$ cat src/hdl/timer_compare_map.vh
/*
  register offsets, field positions, mode codes and reset values of the
  two-channel compare unit. definitions only; included by bare name.
*/
`ifndef TIMER_COMPARE_MAP_VH
`define TIMER_COMPARE_MAP_VH

// byte offsets on the apb slave, one aligned word each
`define OFS_SECOND_TIMER_CONTROL 8'h00
`define OFS_UNIT_ONE_VALUE_LOW 8'h04
`define OFS_UNIT_ONE_VALUE_HIGH 8'h08
`define OFS_UNIT_ONE_CONTROL 8'h0C
`define OFS_UNIT_TWO_VALUE_LOW 8'h10
`define OFS_UNIT_TWO_VALUE_HIGH 8'h14
`define OFS_UNIT_TWO_CONTROL 8'h18
`define OFS_MATCH_STATUS 8'h1C
`define OFS_MATCH_ENABLE 8'h20

// channel control fields
`define CTRL_MODE_LSB 0
`define CTRL_DUTY_LSB 4
`define CTRL_ENH_LSB 6

// timer-to-channel select bits in the second timer control
`define TSEL_LOW_BIT 3
`define TSEL_HIGH_BIT 6

// mode select codes
`define MODE_OFF 4'h0
`define MODE_TOGGLE 4'h2
`define MODE_SET_HIGH 4'h8
`define MODE_SET_LOW 4'h9
`define MODE_SOFT_IRQ 4'hA
`define MODE_SPECIAL 4'hB
`define MODE_PWM_TOP 2'b11

// reset values
`define RST_BYTE 8'h00
`define RST_WORD 32'h0000_0000

`endif

$ cat src/hdl/compare_channel.v
/*
  one compare channel: match detection against the selected time base and
  the internal compare output latch.
  assumes count and tick come from timer logic on pclk; tick marks the cycle
  in which count shows a freshly incremented value.
*/
`timescale 1ns/1ps
`include "timer_compare_map.vh"

module compare_channel (
  input wire pclk,
  input wire presetn,
  input wire [3:0] mode,
  input wire ctrl_zero_wr,
  input wire [15:0] compare_value,
  input wire [15:0] count,
  input wire tick,
  output wire match,
  output reg compare_latch
);

  // every compare sub-mode counts as compare here
  wire is_compare;
  assign is_compare = (mode == `MODE_TOGGLE) || (mode == `MODE_SET_HIGH) ||
                      (mode == `MODE_SET_LOW) || (mode == `MODE_SOFT_IRQ) ||
                      (mode == `MODE_SPECIAL);

  // qualified by tick so a held count matches only once
  assign match = tick & is_compare & (count == compare_value);

  // compare latch; a zero control write wins over a match in the same cycle
  always @(posedge pclk or negedge presetn) begin
    if (!presetn) begin
      compare_latch <= 1'b0;
    end else if (ctrl_zero_wr) begin
      compare_latch <= 1'b0;
    end else if (match) begin
      case (mode)
        `MODE_SET_HIGH: compare_latch <= 1'b1;
        `MODE_SET_LOW: compare_latch <= 1'b0;
        `MODE_TOGGLE: compare_latch <= ~compare_latch;
        default: compare_latch <= compare_latch;
      endcase
    end
  end

endmodule // compare_channel

$ cat src/hdl/duty_pwm.v
/*
  one pulse-width channel with a 10-bit duty cycle, double-buffered.
  assumes fine_count is the period timer joined with its 2-bit fine count,
  and period_start pulses once at each period restart, both on pclk.
*/
`timescale 1ns/1ps

module duty_pwm #(
  parameter DUTY_W = 10
) (
  input wire pclk,
  input wire presetn,
  input wire enable,
  input wire [DUTY_W-1:0] duty,
  input wire [DUTY_W-1:0] fine_count,
  input wire period_start,
  output reg pwm_out
);

  // duty held for the running period so a mid-period write cannot glitch
  reg [DUTY_W-1:0] duty_held_reg;

  // set at period start unless duty is zero, cleared when the count reaches it
  always @(posedge pclk or negedge presetn) begin
    if (!presetn) begin
      duty_held_reg <= {DUTY_W{1'b0}};
      pwm_out <= 1'b0;
    end else if (!enable) begin
      pwm_out <= 1'b0;
    end else if (period_start) begin
      duty_held_reg <= duty;
      pwm_out <= (duty != {DUTY_W{1'b0}});
    end else if (fine_count == duty_held_reg) begin
      pwm_out <= 1'b0;
    end
  end

endmodule // duty_pwm

$ cat src/hdl/timer_compare_unit.v
/*
  two-channel compare unit with special event trigger and pwm output,
  registers reached over an apb slave with zero wait states.
  assumes timers, port latch, direction bits and converter run on pclk.
*/
// Decided for this implementation: the address map and the APB register port.
// Functional notes
// - compare value against assigned timer continuously
// - match drives pin high, low, toggle, unchanged
// - match flag sets with pin action
// - zero control write forces compare latch low
// - mode 1010 touches no pin, only flag
// - interrupt request only with enable set
// - each channel has a special event trigger
// - special event trigger only in mode 1011
// - special event clears assigned time base
// - second channel trigger also starts conversion
// - pwm output with 10-bit duty resolution
// - mode in low four, duty bits above
// - unimplemented bits read as zero; channel one control 7:6 and spare timer control bits read back as written
// - timer select bits choose each time base
`timescale 1ns/1ps
`include "timer_compare_map.vh"

module timer_compare_unit #(
  parameter ADDR_W = 8,
  parameter DUTY_W = 10
) (
  input wire pclk,
  input wire presetn,
  input wire psel,
  input wire penable,
  input wire pwrite,
  input wire [ADDR_W-1:0] paddr,
  input wire [31:0] pwdata,
  output reg [31:0] prdata,
  output reg pready,
  output reg pslverr,
  input wire [15:0] first_time_base,
  input wire first_time_base_tick,
  input wire [15:0] second_time_base,
  input wire second_time_base_tick,
  input wire [DUTY_W-1:0] pwm_fine_count,
  input wire pwm_period_start,
  input wire [1:0] port_latch,
  input wire [1:0] pin_direction_bits,
  output reg [1:0] channel_pin_out,
  output reg [1:0] channel_pin_oe,
  output reg [1:0] irq_req,
  output reg first_time_base_clear,
  output reg second_time_base_clear,
  output reg adc_start
);

  // register storage
  reg [7:0] second_timer_control_reg; // only the select bits steer logic here
  reg [15:0] value_reg [0:1]; // compare value pair per channel
  reg [7:0] control_reg [0:1]; // channel control per channel
  reg [1:0] match_flag_reg; // sticky match flags
  reg [1:0] match_flag_next;
  reg [1:0] match_irq_enable_reg; // per-channel interrupt enable

  // apb phase decode
  wire setup_ph;
  wire access_done;
  wire wr_en;
  reg [31:0] rd_data; // read mux result
  reg addr_hit; // address is mapped

  // per-channel views
  wire [1:0] match; // combinational match pulses
  wire [1:0] compare_latch; // internal compare output latches
  wire [1:0] pwm_out; // pwm waveforms
  wire [1:0] use_second; // channel runs on the second time base
  wire [1:0] special; // special event trigger per channel
  wire [1:0] pin_mode; // compare latch drives the pin
  wire [1:0] pwm_mode; // pwm owns the pin
  wire [3:0] mode_sel [0:1]; // mode select field per channel
  wire [1:0] ctrl_zero_wr; // whole-register zero write per channel
  wire [1:0] ctrl_wr; // control register write strobe
  wire [1:0] low_wr; // value low byte write strobe
  wire [1:0] high_wr; // value high byte write strobe
  wire tsel_low;
  wire tsel_high;

  assign setup_ph = psel & ~penable;
  // pready is raised for the first access cycle, so every transfer is two cycles
  assign access_done = psel & penable & pready;
  assign wr_en = access_done & pwrite & ~pslverr;

  assign tsel_low = second_timer_control_reg[`TSEL_LOW_BIT];
  assign tsel_high = second_timer_control_reg[`TSEL_HIGH_BIT];

  // high select gives both channels the second base; low only the second channel
  assign use_second[0] = tsel_high;
  assign use_second[1] = tsel_high | tsel_low;

  // strobes per channel, offsets spaced twelve bytes apart
  assign low_wr[0] = wr_en & (paddr == `OFS_UNIT_ONE_VALUE_LOW);
  assign high_wr[0] = wr_en & (paddr == `OFS_UNIT_ONE_VALUE_HIGH);
  assign ctrl_wr[0] = wr_en & (paddr == `OFS_UNIT_ONE_CONTROL);
  assign low_wr[1] = wr_en & (paddr == `OFS_UNIT_TWO_VALUE_LOW);
  assign high_wr[1] = wr_en & (paddr == `OFS_UNIT_TWO_VALUE_HIGH);
  assign ctrl_wr[1] = wr_en & (paddr == `OFS_UNIT_TWO_CONTROL);

  // channel logic, one copy per channel
  genvar gi;
  generate
    for (gi = 0; gi < 2; gi = gi + 1) begin : chan
      wire [15:0] sel_count;
      wire sel_tick;
      wire [DUTY_W-1:0] duty;

      assign mode_sel[gi] = control_reg[gi][`CTRL_MODE_LSB +: 4];
      // only the full-zero write counts, partial clears keep the latch
      assign ctrl_zero_wr[gi] = ctrl_wr[gi] & (pwdata[7:0] == `RST_BYTE);
      assign sel_count = use_second[gi] ? second_time_base : first_time_base;
      assign sel_tick = use_second[gi] ? second_time_base_tick : first_time_base_tick;
      // duty: eight high bits from the value low byte, two from control
      assign duty = {value_reg[gi][7:0], control_reg[gi][`CTRL_DUTY_LSB +: 2]};
      assign pwm_mode[gi] = (mode_sel[gi][3:2] == `MODE_PWM_TOP);
      assign pin_mode[gi] = (mode_sel[gi] == `MODE_TOGGLE) ||
                            (mode_sel[gi] == `MODE_SET_HIGH) ||
                            (mode_sel[gi] == `MODE_SET_LOW);
      assign special[gi] = match[gi] & (mode_sel[gi] == `MODE_SPECIAL);

      compare_channel u_cmp (
        .pclk(pclk),
        .presetn(presetn),
        .mode(mode_sel[gi]),
        .ctrl_zero_wr(ctrl_zero_wr[gi]),
        .compare_value(value_reg[gi]),
        .count(sel_count),
        .tick(sel_tick),
        .match(match[gi]),
        .compare_latch(compare_latch[gi])
      );

      duty_pwm #(
        .DUTY_W(DUTY_W)
      ) u_pwm (
        .pclk(pclk),
        .presetn(presetn),
        .enable(pwm_mode[gi]),
        .duty(duty),
        .fine_count(pwm_fine_count),
        .period_start(pwm_period_start),
        .pwm_out(pwm_out[gi])
      );

      // value and control storage for this channel
      always @(posedge pclk or negedge presetn) begin
        if (!presetn) begin
          value_reg[gi] <= {`RST_BYTE, `RST_BYTE};
          control_reg[gi] <= `RST_BYTE;
        end else begin
          if (low_wr[gi]) begin
            value_reg[gi][7:0] <= pwdata[7:0];
          end
          // the high byte takes no writes while the channel is in pwm mode; duty comes from the low byte
          if (high_wr[gi] && !pwm_mode[gi]) begin
            value_reg[gi][15:8] <= pwdata[7:0];
          end
          if (ctrl_wr[gi]) begin
            if (gi == 1) begin
              control_reg[gi] <= {2'b00, pwdata[5:0]};
            end else begin
              control_reg[gi] <= pwdata[7:0];
            end
          end
        end
      end
    end
  endgenerate

  // timer select register; unused bits are plain storage for software
  always @(posedge pclk or negedge presetn) begin
    if (!presetn) begin
      second_timer_control_reg <= `RST_BYTE;
    end else if (wr_en && (paddr == `OFS_SECOND_TIMER_CONTROL)) begin
      second_timer_control_reg <= pwdata[7:0];
    end
  end

  // sticky flags: a hardware set in the clearing cycle wins
  always @* begin
    match_flag_next = match_flag_reg;
    if (wr_en && (paddr == `OFS_MATCH_STATUS)) begin
      match_flag_next = match_flag_reg & ~pwdata[1:0];
    end
    match_flag_next = match_flag_next | match;
  end

  // flags and enables
  always @(posedge pclk or negedge presetn) begin
    if (!presetn) begin
      match_flag_reg <= 2'b00;
      match_irq_enable_reg <= 2'b00;
    end else begin
      match_flag_reg <= match_flag_next;
      if (wr_en && (paddr == `OFS_MATCH_ENABLE)) begin
        match_irq_enable_reg <= pwdata[1:0];
      end
    end
  end

  // read mux; unmapped addresses answer with an error and zero data
  always @* begin
    rd_data = `RST_WORD;
    addr_hit = 1'b1;
    case (paddr)
      `OFS_SECOND_TIMER_CONTROL: rd_data[7:0] = second_timer_control_reg;
      `OFS_UNIT_ONE_VALUE_LOW: rd_data[7:0] = value_reg[0][7:0];
      `OFS_UNIT_ONE_VALUE_HIGH: rd_data[7:0] = value_reg[0][15:8];
      `OFS_UNIT_ONE_CONTROL: rd_data[7:0] = control_reg[0];
      `OFS_UNIT_TWO_VALUE_LOW: rd_data[7:0] = value_reg[1][7:0];
      `OFS_UNIT_TWO_VALUE_HIGH: rd_data[7:0] = value_reg[1][15:8];
      `OFS_UNIT_TWO_CONTROL: rd_data[7:0] = control_reg[1];
      `OFS_MATCH_STATUS: rd_data[1:0] = match_flag_reg;
      `OFS_MATCH_ENABLE: rd_data[1:0] = match_irq_enable_reg;
      default: addr_hit = 1'b0;
    endcase
  end

  // apb answer: data and ready are registered in the setup cycle
  always @(posedge pclk or negedge presetn) begin
    if (!presetn) begin
      prdata <= `RST_WORD;
      pready <= 1'b0;
      pslverr <= 1'b0;
    end else if (setup_ph) begin
      prdata <= pwrite ? `RST_WORD : rd_data;
      pready <= 1'b1;
      pslverr <= ~addr_hit;
    end else if (access_done) begin
      pready <= 1'b0;
      pslverr <= 1'b0;
    end
  end

  // trigger outputs: one-cycle pulses, one cycle after the match edge
  always @(posedge pclk or negedge presetn) begin
    if (!presetn) begin
      first_time_base_clear <= 1'b0;
      second_time_base_clear <= 1'b0;
      adc_start <= 1'b0;
    end else begin
      first_time_base_clear <= |(special & ~use_second);
      second_time_base_clear <= |(special & use_second);
      // the converter ignores this unless software enabled it first
      adc_start <= special[1];
    end
  end

  // interrupt request gated by enable; flag stays for software to clear
  always @(posedge pclk or negedge presetn) begin
    if (!presetn) begin
      irq_req <= 2'b00;
    end else begin
      irq_req <= match_flag_reg & match_irq_enable_reg;
    end
  end

  // pin mux: pwm, then compare latch, else the ordinary port latch
  always @(posedge pclk or negedge presetn) begin
    if (!presetn) begin
      channel_pin_out <= 2'b00;
      channel_pin_oe <= 2'b00;
    end else begin
      // direction is software's job; the unit only follows it
      channel_pin_oe <= ~pin_direction_bits;
      channel_pin_out <= (pwm_mode & pwm_out) |
                         (~pwm_mode & pin_mode & compare_latch) |
                         (~pwm_mode & ~pin_mode & port_latch);
    end
  end

endmodule // timer_compare_unit

$ cat config.mk
export PLATFORM = sky130hd
export DESIGN_NAME = timer_compare_unit
export DESIGN_NICKNAME = d
export VERILOG_FILES = /design/src/hdl/compare_channel.v /design/src/hdl/duty_pwm.v /design/src/hdl/timer_compare_unit.v
export VERILOG_INCLUDE_DIRS = /design/src /design/src/hdl
export SDC_FILE = /design/constraint.sdc
export NUM_CORES = 1
export LEC_CHECK = 0
export ABC_AREA = 1
export BUFFER_PORTS_ARGS = -buffer_cell sky130_fd_sc_hd__buf_2
export CAP_MARGIN = 25
export CORE_MARGIN = 2
export CORE_UTILIZATION = 55
export CTS_BUF_LIST = sky130_fd_sc_hd__clkbuf_16
export CTS_CLUSTER_DIAMETER = 30
export DETAILED_ROUTE_END_ITERATION = 8
export GPL_TIMING_DRIVEN = 0
export HOLD_SLACK_MARGIN = 0.03
export PLACE_DENSITY = 0.84
export SETUP_SLACK_MARGIN = 0.2
export SLEW_MARGIN = 30
export SYNTH_ARGS = -nofsm -noshare
export SYNTH_HDL_FRONTEND = slang
export SYNTH_SLANG_ARGS = --single-unit
$ cat constraint.sdc
create_clock -name pclk -period 1.8 [get_ports pclk]
set_input_delay 0.18 -clock pclk [delete_from_list [all_inputs] [get_ports pclk]]
set_output_delay 0.18 -clock pclk [all_outputs]
set_load 0.05 [all_outputs]
==> metrics <==
status=finished, violations left; violated checks=setup timing; Cell variety after synth=34; grt total ovfl=0; Post-synth top flop=dfrtp_1; placed cell count=1127; CP max FO=6; delay-heaviest family, CP=simple AND/OR/NAND/NOR gates; yosys warns=0; hold depth=3; worst skew pair latency=0.36 ns; GR Layer Usage met1=0.4494; Initial Util=0.5616; initial DRC count=695; CORE AREA=0.01079 sq mm; Slew Limit Fails=0; Total Power=4.950 mW; top cell type's share of synthesized area=0.4170; Final ANT Viol Nets=0; post-synth top area cell=dfrtp_1; setup TNS=-0.8975 ns; Die Wd=109.0 um; Final Cycle Share=1.108; GRT Max-Usage Layer=met2; LEAKAGE=4.052 nW; share of layout cells above drive strength 1=0.2488; met3 GRT Util=0.05140; hold_ws=0.04595 ns; Synth Area in XOR/XNOR=0.02457; initial antenna violation count=0; Tightest Pin Transition=0.6377 ns; main area contributors after synthesis=dfrtp_1 42%, nand2_1 20%, o21ai_0 7.7%, inv_1 6.4%, nand3_1 4.8%; Worst setup EP type=flip-flop; Setup CP Type=flip-flop to flip-flop; DRT Pass-1 Iters=9; detail-routed net length per standard cell=16.69 um; number of global-route vias before repair=5872; CP Data Arrival Time=2.24 ns; DR vias=6619; final wirelength=19570 um; Worst EP required=2.04 ns; Area growth syn-to-layout=27.85%; Fill cells=876; Syn Area/Cell=6.927 sq um; Port Buffers=88; Ports=137; Seq cells post-synth=101; Synth Area in Simple Gates=0.3266; min cycle time layout=1.995 ns; ant diodes=0; Max stage delay on crit path=0.37 ns; asr flop ratio synth=1.000; post-synthesis sequential area ratio=0.4170; mean number of vias per cell=5.643; Post-synth EDFFs=0; row cnt=38; relative slew slack=0.5733; Hold Vio Cnt, Final=0; startpoint types=flip-flop; Die Y=109.0 um; Max Clk Rate=501.4 MHz; Final Instance Count excl. Fillers=1173; M2 GR Usage=0.5253; Final HPWL DP=14070 um; post-synthesis compound-gate area fraction=0.1160; WP depth=12; DRC=0; R2R cell count=12; first-pass GRT wire length=29730 um; Max-Cap Viols=0; mux cell area share after synthesis=0.001858; CTS tree=yes; global-route usage over all layers=0.3355; Placer Congestion=0.9315; CTS sink count=101; Max stage delay cell, worst path=dfrtp_1; pin count of the biggest net entering global routing=70; clk root buf=clkbuf_16; cell area after synthesis=0.006061 sq mm; Syn Inst Count=875; Adder-Cell Fraction of Synth Area=0; DIE AREA=0.01188 sq mm; most used cell along the critical path=buf_6; Final setup violation count=7; Layout Skew=0.009861 ns; Worst-path clk slew=0.07 ns; worst min-delay path class=input pin to flip-flop; H-tree depth=3; largest family of logic cells by synthesized area=simple AND/OR/NAND/NOR gates; clk buf depth=2; P per Cell Area=638.8 mW/mm^2; Final nets=1122; worst-path cell chain=buf_6 -> nor2_4 -> buf_6 -> buf_6 -> o211ai_1 -> nand2_2 -> nand2_2 -> nor2_4 -> buf_6 -> nand3_4 -> o21ai_2 -> nand2_1; total CTS buffers=9; final setup margin=-0.1946 ns; Max VDD drop=0.4408 mV; DP Worst Slack=-0.2071 ns; WP buf/inv=4; unrepaired setup endpoints after global routing=true
-- cell usage after synthesis (2+ instances only) --
master / n
xor2_1: 15
nor2_1: 58
nor2_4: 3
nand3_1: 58
nand4_1: 14
nand2_1: 316
nor4_1: 6
inv_1: 103
xnor2_1: 2
or2_2: 3
nand3_2: 2
nor2_2: 2
o21ai_1: 4
o21ai_0: 93
buf_4: 27
nand3b_1: 4
o22ai_1: 11
buf_6: 2
dfrtp_1: 101
clkbuf_1: 10
buf_2: 4
inv_2: 2
nor3_1: 3
a21oi_1: 15
o211ai_1: 8
-- metrics by stage --
| step | util | instance area [sq um] |
|---|---|---|
| after floorplan | - | 6177 |
| after global placement | 0.6294 | 6793 |
| after detailed placement | 0.6325 | 6827 |
| after CTS | 0.6911 | 7458 |
| after global routing | 0.7179 | 7749 |
| final | 0.7179 | 7749 |
-- what timing repair did --
item / in CTS / in global routing
endpoints found under the setup margin: 62 / 50
setup buffers: 14 / 9
gates cloned: 4 / 0
endpoints found under the hold margin: 34 / 0
hold buffers: 3 / 0
pin swaps: 24 / 38
gates resized for setup: 40 / 77
-- worst paths after layout --
| kind | startpoint | end | slack [ns] |
|---|---|---|---|
| worst max-delay path | second_timer_control_reg[6] | chan[1].u_cmp.compare_latch | -0.19 |
| worst min register to register | prdata[0] | prdata[0] | 0.48 |
| worst max register to register | second_timer_control_reg[6] | chan[1].u_cmp.compare_latch | -0.19 |
| max in group asynchronous | presetn | second_timer_control_reg[3] | 0.86 |
| min in group asynchronous | presetn | chan[0].u_pwm.duty_held_reg[7] | 0.28 |
| worst min-delay path | pwdata[7] | control_reg[15] | 0.05 |
-- tightest hold or removal path: cells and delay by family --
kind	cells	cell delay [ns]
AOI/OAI and AO/OA	1	0.06
and+or+nand+nor	1	0.04
buffers and inverters	1	0.09
-- logic make-up (layout without fill, tap and decap cells) --
kind of cell | Yosys count | count (layout)
other cells | 1 | 24
simple gates | 472 | 472
mux | 1 | 1
buf+inv | 150 | 285
flops | 101 | 101
compound gates | 133 | 133
xor+xnor | 17 | 17
-- layer usage --
layer	wire [um]	part of all wire
met1	7521	0.38
met2	8874	0.45
met3	2098	0.11
met4	1077	0.055
met5	0	0
-- layout make-up --
cell class	instances	area (sq um)	area share
Inverter	107	409.1	0.05280
Clock inverter	7	71.32	0.009204
Clock buffer	9	225.2	0.02907
Buffer	43	349.1	0.04505
Multi-Input combinational cell	647	3189	0.4116
Tap cell	140	175.2	0.02261
Sequential cell	101	2530	0.3265
Timing Repair Buffer	119	799.5	0.1032
-- layout by cell type, fill, tap and decap left out, types with 24 or more instances in the layout --
master | netlist | routed
conb_1 | 1 | 24
buf_4 | 27 | 37
buf_2 | 4 | 89
nand2_2 | 1 | 37
dfrtp_1 | 101 | 99
nand3_1 | 58 | 50
nand2_1 | 316 | 276
o21ai_0 | 93 | 87
inv_1 | 103 | 102
nor2_1 | 58 | 43
-- power by group --
group / internal [mW] / switching, mW
combinational: 0.204 / 0.454
sequential: 2.28 / 0.0142
clock: 1.09 / 0.906
No activity file was read; power rests on OpenSTA's default activity.
